### config.mk
export PLATFORM = sky130hd
export DESIGN_NAME = tsb_top
export DESIGN_NICKNAME = d
export VERILOG_FILES = /design/src/hdl/tsb_pkg.sv /design/src/hdl/tsb_top.sv /design/src/hdl/tsb_mem.sv /design/src/hdl/tsb_fifo.sv
export VERILOG_INCLUDE_DIRS = /design/src /design/src/hdl
export SDC_FILE = /design/constraint.sdc
export NUM_CORES = 1
export LEC_CHECK = 0
export ABC_AREA = 1
export BUFFER_PORTS_ARGS = -buffer_cell sky130_fd_sc_hd__buf_2
export CORE_MARGIN = 3
export CORE_UTILIZATION = 45
export DETAILED_ROUTE_END_ITERATION = 7
export PLACE_DENSITY_LB_ADDON = 0.08
export REMOVE_ABC_BUFFERS = 1
export SLEW_MARGIN = 20
export SYNTH_ARGS = -nofsm -noshare
export SYNTH_HDL_FRONTEND = slang
export SYNTH_SLANG_ARGS = --single-unit
### constraint.sdc
create_clock -name clock -period 2.7 [get_ports clock]
set_input_delay 0.54 -clock clock [delete_from_list [all_inputs] [get_ports clock]]
set_output_delay 0.54 -clock clock [all_outputs]
set_load 0.05 [all_outputs]
### src/hdl/tsb_defs.svh
// Register offsets, field positions, reset values and sizes of the transmit sequence block
`ifndef TSB_DEFS_SVH
`define TSB_DEFS_SVH
`define TSB_ADDR_W 4
`define TSB_OFF_FIFO 4'h0
`define TSB_OFF_SEQ 4'h1
`define TSB_OFF_CNT_LO 4'h2
`define TSB_OFF_CNT_HI 4'h3
`define TSB_OFF_PINCFG 4'h4
`define TSB_OFF_FIFO_STAT 4'h5
`define TSB_BIT_RXC 7
`define TSB_BIT_AUX6 6
`define TSB_BIT_AUX5 5
`define TSB_BIT_LLOCK 4
`define TSB_BIT_REGISTER_TIMING_CONTROL_ENABLE 3
`define TSB_BIT_TX_MODULATION_PIN_CONTROL 2
`define TSB_BIT_TX_POWER_ENABLE_PIN_CONTROL 1
`define TSB_BIT_TX_COMMAND_PIN_CONTROL 0
`define TSB_BIT_RXC_OE 0
`define TSB_BIT_RXC_FN 1
`define TSB_BIT_AUX6_EN 2
`define TSB_BIT_AUX6_FN 3
`define TSB_BIT_AUX5_EN 4
`define TSB_BIT_AUX5_FN 5
`define TSB_BIT_LLOCK_EN 6
`define TSB_RST_SEQ 4'h0
`define TSB_RST_PINCFG 7'h00
`define TSB_RST_CNT 12'h000
`define TSB_FIFO_DEPTH 8
`endif

### src/hdl/tsb_pkg.sv
// Types shared by the transmit sequence block
package tsb_pkg;
  typedef logic [7:0] tsb_byte_t;
  typedef logic [11:0] tsb_count_t;
  typedef enum logic [1:0] {
    TSB_IDLE = 2'b00,
    TSB_TX = 2'b01,
    TSB_RX = 2'b10
  } tsb_mode_t;
endpackage

### src/hdl/tsb_top.sv
// Transmit FIFO port, transmit sequence control and frame byte counter
//
// Added by the designer: the plain strobed port and the placing of the registers.
`timescale 1ns/1ps
`include "tsb_defs.svh"
module tsb_top #(
  parameter int FIFO_DEPTH = `TSB_FIFO_DEPTH,
  parameter int FIFO_AW = 3
) (
  input wire logic clock, // 40 MHz system clock
  input wire logic resetn, // Async reset, active low
  input wire logic [`TSB_ADDR_W-1:0] reg_addr, // Register index
  input wire logic [7:0] reg_wdata, // Write data
  input wire logic reg_wr, // Write strobe
  input wire logic reg_rd, // Read strobe
  output tsb_pkg::tsb_byte_t reg_rdata, // Read data, cycle after strobe
  input wire logic card_mode, // High in card-slot mode, low in ISA
  input wire logic aux_irq_route6, // Plug-and-play routes an irq to aux pin 6
  input wire logic aux_irq_route5, // Plug-and-play routes an irq to aux pin 5
  input wire logic rx_clock_pin_in, // Level seen on rx clock pin
  input wire logic aux_pin6_in, // Level seen on aux pin 6
  input wire logic aux_pin5_in, // Level seen on aux pin 5
  input wire logic link_lock_pin_in, // Level seen on link-lock pin
  output logic rx_clock_pin_out, // Rx clock pin drive value
  output logic rx_clock_pin_oe_n, // Low while driving rx clock pin
  output logic aux_pin6_out, // Aux pin 6 drive value
  output logic aux_pin6_oe_n, // Low while driving aux pin 6
  output logic aux_pin5_out, // Aux pin 5 drive value
  output logic aux_pin5_oe_n, // Low while driving aux pin 5
  output logic link_lock_pin_out, // Link-lock pin drive value
  output logic link_lock_pin_oe_n, // Low while driving link-lock pin
  output logic tx_cmd_pin, // Transmit command pin
  output logic tx_cmd_n_pin, // Complementary transmit command pin
  output logic tx_mod_pin, // Modulation pin
  output logic tx_pe_pin, // Transmit power-enable pin
  input wire logic fr_tx_start, // Pulse: transmit frame begins
  input wire logic fr_rx_start, // Pulse: receive frame begins
  input wire logic fr_tx_byte, // Pulse: one byte sent after delimiter
  input wire logic fr_tx_crc, // High while CRC bytes go out
  input wire logic fr_rx_byte, // Pulse: one byte written to receive FIFO
  input wire logic phy_pop, // Network side takes one byte
  output tsb_pkg::tsb_byte_t phy_data, // Byte taken, cycle after pop
  output logic tx_fifo_empty // Transmit FIFO empty
);
  import tsb_pkg::*;

  ////////////////////////////////////////////////////////////////////////
  // State
  typedef struct packed {
    logic [3:0] seq;
    logic [3:0] pin_wr;
    logic [6:0] pincfg;
    tsb_count_t cnt;
    tsb_mode_t mode;
    logic rd_fifo;
    tsb_byte_t rd_hold;
    logic [10:0] pins;
  } tsb_st_t;
  tsb_st_t st_ff, nxt_st;

  logic fifo_push, fifo_pop, fifo_full, fifo_empty;
  logic [FIFO_AW:0] fifo_level;
  tsb_byte_t fifo_q;
  logic wr_fifo, rd_fifo_now;
  logic rc, en6, en5, enl;

  ////////////////////////////////////////////////////////////////////////
  // Transmit FIFO; software and network side share one pop port
  assign wr_fifo = reg_wr && (reg_addr == `TSB_OFF_FIFO);
  assign rd_fifo_now = reg_rd && (reg_addr == `TSB_OFF_FIFO);
  assign fifo_push = wr_fifo;
  assign fifo_pop = rd_fifo_now || (phy_pop && !rd_fifo_now);

  tsb_fifo #(.DEPTH(FIFO_DEPTH), .AW(FIFO_AW)) u_fifo (
    .clock(clock),
    .resetn(resetn),
    .push(fifo_push),
    .push_data(reg_wdata),
    .pop(fifo_pop),
    .pop_data(fifo_q),
    .level(fifo_level),
    .full(fifo_full),
    .empty(fifo_empty)
  );

  ////////////////////////////////////////////////////////////////////////
  // Next state
  always_comb begin
    nxt_st = st_ff;
    nxt_st.rd_fifo = rd_fifo_now;
    nxt_st.rd_hold = '0;
    // Register writes; byte counter writes are dropped to keep it coherent
    if (reg_wr && reg_addr == `TSB_OFF_SEQ) begin
      nxt_st.pin_wr = reg_wdata[7:4];
      nxt_st.seq = reg_wdata[3:0];
    end
    if (reg_wr && reg_addr == `TSB_OFF_PINCFG) nxt_st.pincfg = reg_wdata[6:0];
    // Frame counter; a frame start wins over a byte in the same cycle
    if (fr_tx_start) begin
      nxt_st.cnt = '0;
      nxt_st.mode = TSB_TX;
    end else if (fr_rx_start) begin
      nxt_st.cnt = '0;
      nxt_st.mode = TSB_RX;
    end else begin
      unique case (st_ff.mode)
        TSB_IDLE: nxt_st.cnt = st_ff.cnt;
        TSB_TX: if (fr_tx_byte && !fr_tx_crc) nxt_st.cnt = st_ff.cnt + 12'h001;
        TSB_RX: if (fr_rx_byte) nxt_st.cnt = st_ff.cnt + 12'h001;
        default: nxt_st.mode = TSB_IDLE;
      endcase
    end
    // Register read mux; live pin levels for the upper control bits
    if (reg_rd) begin
      unique case (reg_addr)
        `TSB_OFF_SEQ: nxt_st.rd_hold =
          {rx_clock_pin_in, aux_pin6_in, aux_pin5_in, link_lock_pin_in, st_ff.seq};
        `TSB_OFF_CNT_LO: nxt_st.rd_hold = st_ff.cnt[7:0];
        `TSB_OFF_CNT_HI: nxt_st.rd_hold = {4'h0, st_ff.cnt[11:8]};
        `TSB_OFF_PINCFG: nxt_st.rd_hold = {1'b0, st_ff.pincfg};
        `TSB_OFF_FIFO_STAT: nxt_st.rd_hold = {2'h0, fifo_full, fifo_empty, 4'(fifo_level)};
        default: nxt_st.rd_hold = '0;
      endcase
    end
    // Pin drive and enables, all registered
    rc = st_ff.pincfg[`TSB_BIT_RXC_OE] && !st_ff.pincfg[`TSB_BIT_RXC_FN];
    en6 = st_ff.pincfg[`TSB_BIT_AUX6_EN] && !st_ff.pincfg[`TSB_BIT_AUX6_FN] && !(aux_irq_route6 && !card_mode);
    en5 = st_ff.pincfg[`TSB_BIT_AUX5_EN] && !st_ff.pincfg[`TSB_BIT_AUX5_FN] && !(aux_irq_route5 && !card_mode);
    enl = st_ff.pincfg[`TSB_BIT_LLOCK_EN] && card_mode;
    nxt_st.pins[0] = st_ff.pin_wr[3];
    nxt_st.pins[1] = !rc;
    nxt_st.pins[2] = st_ff.pin_wr[2];
    nxt_st.pins[3] = !en6;
    nxt_st.pins[4] = st_ff.pin_wr[1];
    nxt_st.pins[5] = !en5;
    nxt_st.pins[6] = st_ff.pin_wr[0];
    nxt_st.pins[7] = !enl;
    // Register timing: command asserted with modulation when enabled, else bit alone
    nxt_st.pins[8] = st_ff.seq[`TSB_BIT_REGISTER_TIMING_CONTROL_ENABLE] ? (st_ff.seq[`TSB_BIT_TX_COMMAND_PIN_CONTROL] && st_ff.seq[`TSB_BIT_TX_MODULATION_PIN_CONTROL])
      : st_ff.seq[`TSB_BIT_TX_COMMAND_PIN_CONTROL];
    nxt_st.pins[9] = st_ff.seq[`TSB_BIT_REGISTER_TIMING_CONTROL_ENABLE] && st_ff.seq[`TSB_BIT_TX_POWER_ENABLE_PIN_CONTROL];
    nxt_st.pins[10] = !nxt_st.pins[8];
  end

  always_ff @(posedge clock or negedge resetn) begin
    if (!resetn) begin
      st_ff <= '{seq: `TSB_RST_SEQ, pin_wr: 4'h0, pincfg: `TSB_RST_PINCFG, cnt: `TSB_RST_CNT,
        mode: TSB_IDLE, rd_fifo: 1'b0, rd_hold: 8'h00, pins: 11'h4aa};
    end else begin
      st_ff <= nxt_st;
    end
  end

  ////////////////////////////////////////////////////////////////////////
  // Outputs; FIFO data come from the memory's read register
  assign reg_rdata = st_ff.rd_fifo ? fifo_q : st_ff.rd_hold;
  assign phy_data = fifo_q;
  assign tx_fifo_empty = fifo_empty;
  assign rx_clock_pin_out = st_ff.pins[0];
  assign rx_clock_pin_oe_n = st_ff.pins[1];
  assign aux_pin6_out = st_ff.pins[2];
  assign aux_pin6_oe_n = st_ff.pins[3];
  assign aux_pin5_out = st_ff.pins[4];
  assign aux_pin5_oe_n = st_ff.pins[5];
  assign link_lock_pin_out = st_ff.pins[6];
  assign link_lock_pin_oe_n = st_ff.pins[7];
  assign tx_cmd_pin = st_ff.pins[8];
  assign tx_cmd_n_pin = st_ff.pins[10];
  assign tx_mod_pin = st_ff.seq[`TSB_BIT_TX_MODULATION_PIN_CONTROL];
  assign tx_pe_pin = st_ff.pins[9];
endmodule

### src/hdl/tsb_mem.sv
// Small byte memory with registered read data
`timescale 1ns/1ps
module tsb_mem #(
  parameter int DEPTH = 8,
  parameter int AW = 3
) (
  input wire logic clock, // System clock
  input wire logic wr_en, // Write strobe
  input wire logic [AW-1:0] wr_addr, // Write entry
  input wire logic [7:0] wr_data, // Write byte
  input wire logic [AW-1:0] rd_addr, // Read entry
  output logic [7:0] rd_data // Registered read byte
);
  logic [7:0] mem [DEPTH];
  // No reset on the array; contents are only valid once written
  always_ff @(posedge clock) begin
    if (wr_en) begin
      mem[wr_addr] <= wr_data;
    end
    rd_data <= mem[rd_addr];
  end
endmodule

### src/hdl/tsb_fifo.sv
// Eight-entry byte FIFO with two pointers and a count
`timescale 1ns/1ps
module tsb_fifo #(
  parameter int DEPTH = 8,
  parameter int AW = 3
) (
  input wire logic clock, // System clock
  input wire logic resetn, // Async reset, active low
  input wire logic push, // Write one byte
  input wire logic [7:0] push_data, // Byte to write
  input wire logic pop, // Remove one byte
  output logic [7:0] pop_data, // Byte from the pop, cycle after
  output logic [AW:0] level, // Bytes held
  output logic full, // No space
  output logic empty // Nothing held
);
  typedef struct packed {
    logic [AW-1:0] wp;
    logic [AW-1:0] rp;
    logic [AW:0] cnt;
  } tsb_fifo_st_t;
  tsb_fifo_st_t st_ff, nxt_st;
  logic do_push, do_pop;

  // Push into a full FIFO or pop from an empty one is dropped
  always_comb begin
    do_push = push && (st_ff.cnt != (AW+1)'(DEPTH));
    do_pop = pop && (st_ff.cnt != '0);
    nxt_st = st_ff;
    if (do_push) nxt_st.wp = st_ff.wp + 1'b1;
    if (do_pop) nxt_st.rp = st_ff.rp + 1'b1;
    nxt_st.cnt = st_ff.cnt + (AW+1)'(do_push) - (AW+1)'(do_pop);
  end

  always_ff @(posedge clock or negedge resetn) begin
    if (!resetn) begin
      st_ff <= '0;
    end else begin
      st_ff <= nxt_st;
    end
  end

  tsb_mem #(.DEPTH(DEPTH), .AW(AW)) u_mem (
    .clock(clock),
    .wr_en(do_push),
    .wr_addr(st_ff.wp),
    .wr_data(push_data),
    .rd_addr(st_ff.rp),
    .rd_data(pop_data)
  );

  assign level = st_ff.cnt;
  assign full = (st_ff.cnt == (AW+1)'(DEPTH));
  assign empty = (st_ff.cnt == '0);
endmodule

Yosys cells after proc, flatten, opt, wreduce, memory -nomap -nowiden
Memories as Yosys holds them, arrays and structs flattened. A register that Yosys moved wholly into a read port is not among the register bits. Cells that the tools add are included.

Equal/unequal tests: 12. $add $sub $neg: 5. Mux-type cells: 12. Reduce and logical (&&, ||, !) cells: 39.

Operators by type and width (count): 8-bit one-hot mux with 5 select lines (1); 14-bit 2-to-1 mux (2); 12-bit 2-to-1 mux (2); 12-bit one-hot mux with 2 select lines (1); 1-bit logical AND (18); 8-bit 2-to-1 mux (2); 1-bit logical NOT (13); 12-bit by 1-bit adder with 12-bit output (second input constant) (1); 4-bit != test (second input constant) (3); 4-bit by 2-bit == test with 1-bit output (second input constant) (2); 4-bit by 3-bit == test with 1-bit output (second input constant) (2); 4-bit logical NOT (2); 4-bit nonzero test (2); 3-bit by 1-bit adder with 3-bit output (second input constant) (2); 4-bit by 1-bit adder with 4-bit output (1); 4-bit by 1-bit == test with 1-bit output (second input constant) (1); 4-bit == test (second input constant) (1); 4-bit by 1-bit subtractor with 4-bit output (1); 1-bit 2-to-1 mux (3); 3-bit by 1-bit != test with 1-bit output (second input constant) (1); 3-bit AND reduction (1); 3-bit OR reduction (1); 2-bit by 1-bit == test with 1-bit output (second input constant) (1); 2-bit == test (second input constant) (1); 3 further kinds (3).

Memory bits (writable): 64. Register bits: 59. Input bits: 29. Word-level logic and storage cells: 80. Memories kept: 1.

Memories: u_fifo.u_mem.mem (words 8, width 8, read ports 1, clocked after memory_dff 1, write ports 1, RTL line tsb_mem.sv:14) `logic [7:0] mem [DEPTH];`.

Depth between registers and ports, before layout
Depth in word-level cells: 7. Depth in mapped cells: 11. Gate-level depth less buffers: 11.

Cells and area by module
A second synthesis with hierarchy kept.

Cell total of the unflattened synthesis: 668. Area, all modules: 6169.7 um2.

Modules (own cells, without submodules): tsb_mem (area each 3050.4 um2, seq. area each 2082.0 um2, times used 1, cells each 303); tsb_top (area each 2458.6 um2, seq. area each 1232.4 um2, times used 1, cells each 287); tsb_fifo (area each 660.6 um2, seq. area each 250.2 um2, times used 1, cells each 78).

Worst setup path after synthesis
OpenSTA, ideal clock, no wires.

Path kind: input to register. Start: in reg_addr[3]. End: reg u_fifo.st_ff (netlist bit u_fifo.level[2]). Arrival time: 1.983 ns. Slack: 0.594 ns. Required time: 2.577 ns. Setup time: 0.123 ns. Cell stages on the path: 11. Path through: nor2_4 -> nand2_1 -> o21ai_1 -> nand2_1 -> inv_2 -> ha_1 -> inv_1 -> ha_1 -> inv_1 -> fa_1 -> xnor2_1.

RTL lines: start: declaration (RTL line tsb_top.sv:12) `` input wire logic [`TSB_ADDR_W-1:0] reg_addr, ``; end signal: assignment (RTL line tsb_fifo.sv:39) `st_ff <= nxt_st;`; end: declaration (RTL line tsb_fifo.sv:22) `tsb_fifo_st_t st_ff, nxt_st;`.

==> flow_metrics.tcl <==
set metrics [dict create \
    met2_length_mm 6.02 \
    grt-ovfl-total 0 \
    synth_compound_area_share_pct 9.06 \
    final.setup.tns_ns 0 \
    power_density_mw_per_mm2 944 \
    hold_buffers 0 \
    synth_edf_count 64 \
    synthFlopType "edfxtp_1" \
    async_reset_ff_share_pct 45.0 \
    htree_levels 4 \
    wl_per_cell_um 16.3 \
    ys_ff_latch 131 \
    num_vias 4090 \
    grt_usage_pct 19.7 \
    die-area_mm2 0.0141 \
    first_iter_violations 337 \
    post-synth-top-count-cell "nand2_1" \
    postSynthCellCount 546 \
    rsz0062_at_grt "false" \
    synthAdderAreaFrac_pct 2.98 \
    dr_wl_met3_um 572 \
    fin_cells 805 \
    fin_crit_sh_pct 82.3 \
    io_buffers 57 \
    synth-seq-area-share_pct 62.5 \
    ys_warn_count 0 \
    slew_violations 0 \
    num_io_pins 58 \
    synth.distinct_cells 39 \
    antenna_cells 0 \
    crit_arrival_ns 2.52 \
    synthXorXnorAreaFrac_pct 0.767 \
    synth_top_cell_by_area "edfxtp_1" \
    avgSynthCellArea_um2 10.5 \
    ir_drop_mv 0.531 \
    crit_start "u_fifo.level[2]" \
    nets 666 \
    dpl.cell_count 773 \
    coreArea_mm2 0.0122 \
    syn_to_final_growth_pct 19.9 \
    fillers 1108 \
    synth_top_area_share_pct 33.7 \
    routed_wl_mm 13.1 \
    rr_startpoint "u_fifo.level[2]" \
    clk_latency_ns 0.41 \
    yosys-top-cells-count "113 x nand2_1, 64 x edfxtp_1, 62 x nor2_1" \
    synthMuxAreaShare_pct 2.98 \
    grt_pass1_vias 3988 \
    die_x_um 119 \
    cts_made_buffers 17 \
    dp.final_hpwl_mm 9.16 \
    syn-cell-area_mm2 0.00571 \
    vias_per_cell 5.08 \
    setup.worst_path.end_class "register" \
    drtAntennaViolNets 0 \
    worst_pin_slew_ns 0.694 \
    maxCapViolations 0 \
    wl_met1_mm 6.31 \
    cts_tree "yes" \
    initial_core_util_pct 46.7 \
    cp-start-kind "register" \
    drt_pass1_iterations 5 \
    timing.final.crit_period_ns 2.22 \
    slowest_delay_ns 0.38 \
    synth_top_family_by_area "simple AND/OR/NAND/NOR gates" \
    gp_congestion 0.869 \
    grt_pass1_wl_mm 21.1 \
    cts.clk_slew.worst_paths_ns 0.06 \
    drc 0 \
    status "complete, no violations" \
    cts_buffer_depth 2 \
    skew_ns 0.00616 \
    cts_resized 0 \
    path_max_fanout 4 \
    cts_sinks 131 \
    cp_cell_sequence "inv_1 > ha_1 > nand3_1 > nand2_1 > inv_2 > ha_1 > inv_1 > ha_1 > inv_1 > fa_1 > xnor2_1" \
    die_height_um 119 \
    post_cts_buffers 0 \
    required_ns 3.00 \
    yosys-top-cells-area "edfxtp_1 34%, dfrtp_1 24%, nand2_1 7.4%" \
    p_leak_uw 0.00300 \
    slowest_stage "dfrtp_1" \
    min_path_type "in -> async" \
    antenna_found_initial 0 \
    relSlewSlack_pct 53.7 \
    drive_above_1_share_pct 22.9 \
    maxClockFrequency_ghz 0.450 \
    top_layer "met4" \
    crit_type "reg -> reg" \
    yosys.area_share.simple_pct 16.3 \
    grt_max_degree 60 \
    cts_root_buf "clkbuf_16" \
    row_count 40 \
    hold_viol 0 \
    setup_viol 0 \
]
## cell usage in the layout, fill, tap and decap left out, types with 18 or more instances in the layout
cell       netlist  final
o21ai_0         44     44
clkbuf_16        0     19
nor2_1          62     62
inv_1           55     55
nand3_1         18     18
dfrtp_1         54     54
edfxtp_1        64     64
nand2_1        113    113
buf_2            5     57
## flip-flops by register name (all words and copies together) (netlist names), 4 cells and up
| name | cells |
|---|---|
| u_fifo.level | 4 |
| nxt_st | 4 |
| u_fifo.u_mem.mem | 64 |
| st_ff | 33 |
| u_fifo.u_mem.rd_data | 8 |
| u_fifo.st_ff | 6 |
## cell type report
type / count / area, um^2 / area share, %
sequential: 131 / 3560 / 52.1
clock buffer: 21 / 497 / 7.26
tap: 168 / 210 / 3.07
inverter: 61 / 231 / 3.38
multi-input combinational: 341 / 1830 / 26.8
timing repair buffer: 72 / 410 / 6.00
clock inverter: 11 / 97.6 / 1.43
## cells by family (layout without fill, tap and decap cells)
group / Yosys count / count (layout)
buffers and inverters: 74 / 165
and+or+nand+nor: 219 / 219
muxes: 16 / 16
DFF: 131 / 131
xor gates and xnor gates: 5 / 5
AOI/OAI and AO/OA: 88 / 88
adders and majority gates: 13 / 13
## routing by layer
metal  track usage, %  vias up
met1             28.1     1974
met2             29.6      112
met5                0        -
met3             5.22       15
met4             5.87        0
li1                 -     1989
## metrics by stage
step           hold slack, ns  util (%)  setup slack (ns)  area, um^2  power, uW
2_1_floorplan           0.244         -             0.594        5630       3730
3_3_place_gp            0.365      51.2             0.347        6250       4220
3_5_place_dp            0.365      51.2             0.265        6250       4260
4_1_cts                 0.126      56.0             0.471        6840       6520
5_1_grt                 0.131      56.0             0.300        6840       6840
6_report                0.122      56.0             0.477        6840       6460
## where the power goes
group	total (uW)	switching (uW)	internal, uW
Sequential	2560	221	2340
Clock	2240	835	1410
Combinational	1650	1150	505
Total	6460	2200	4250
## worst max-delay path: cells and delay by family (launching register included)
family / cells / cell delay [ns]
flops: 1 / 0.38
xor+xnor: 1 / 0.14
simple gates: 2 / 0.31
buf+inv: 4 / 0.31
fa+ha+maj: 4 / 0.98
## path summary, 6_finish.rpt
path	slack, ns	endpoint	cells after the start
max	0.48	u_fifo.level[2]	11
min	0.12	st_ff[32]	2
max reg2reg	0.48	u_fifo.level[2]	11
min reg2reg	0.38	rx_clock_pin_out	0
max in group asynchronous	2.26	link_lock_pin_oe_n	2
min in group clock	0.29	link_lock_pin_oe_n	2
(Power assumes the default switching activity.)
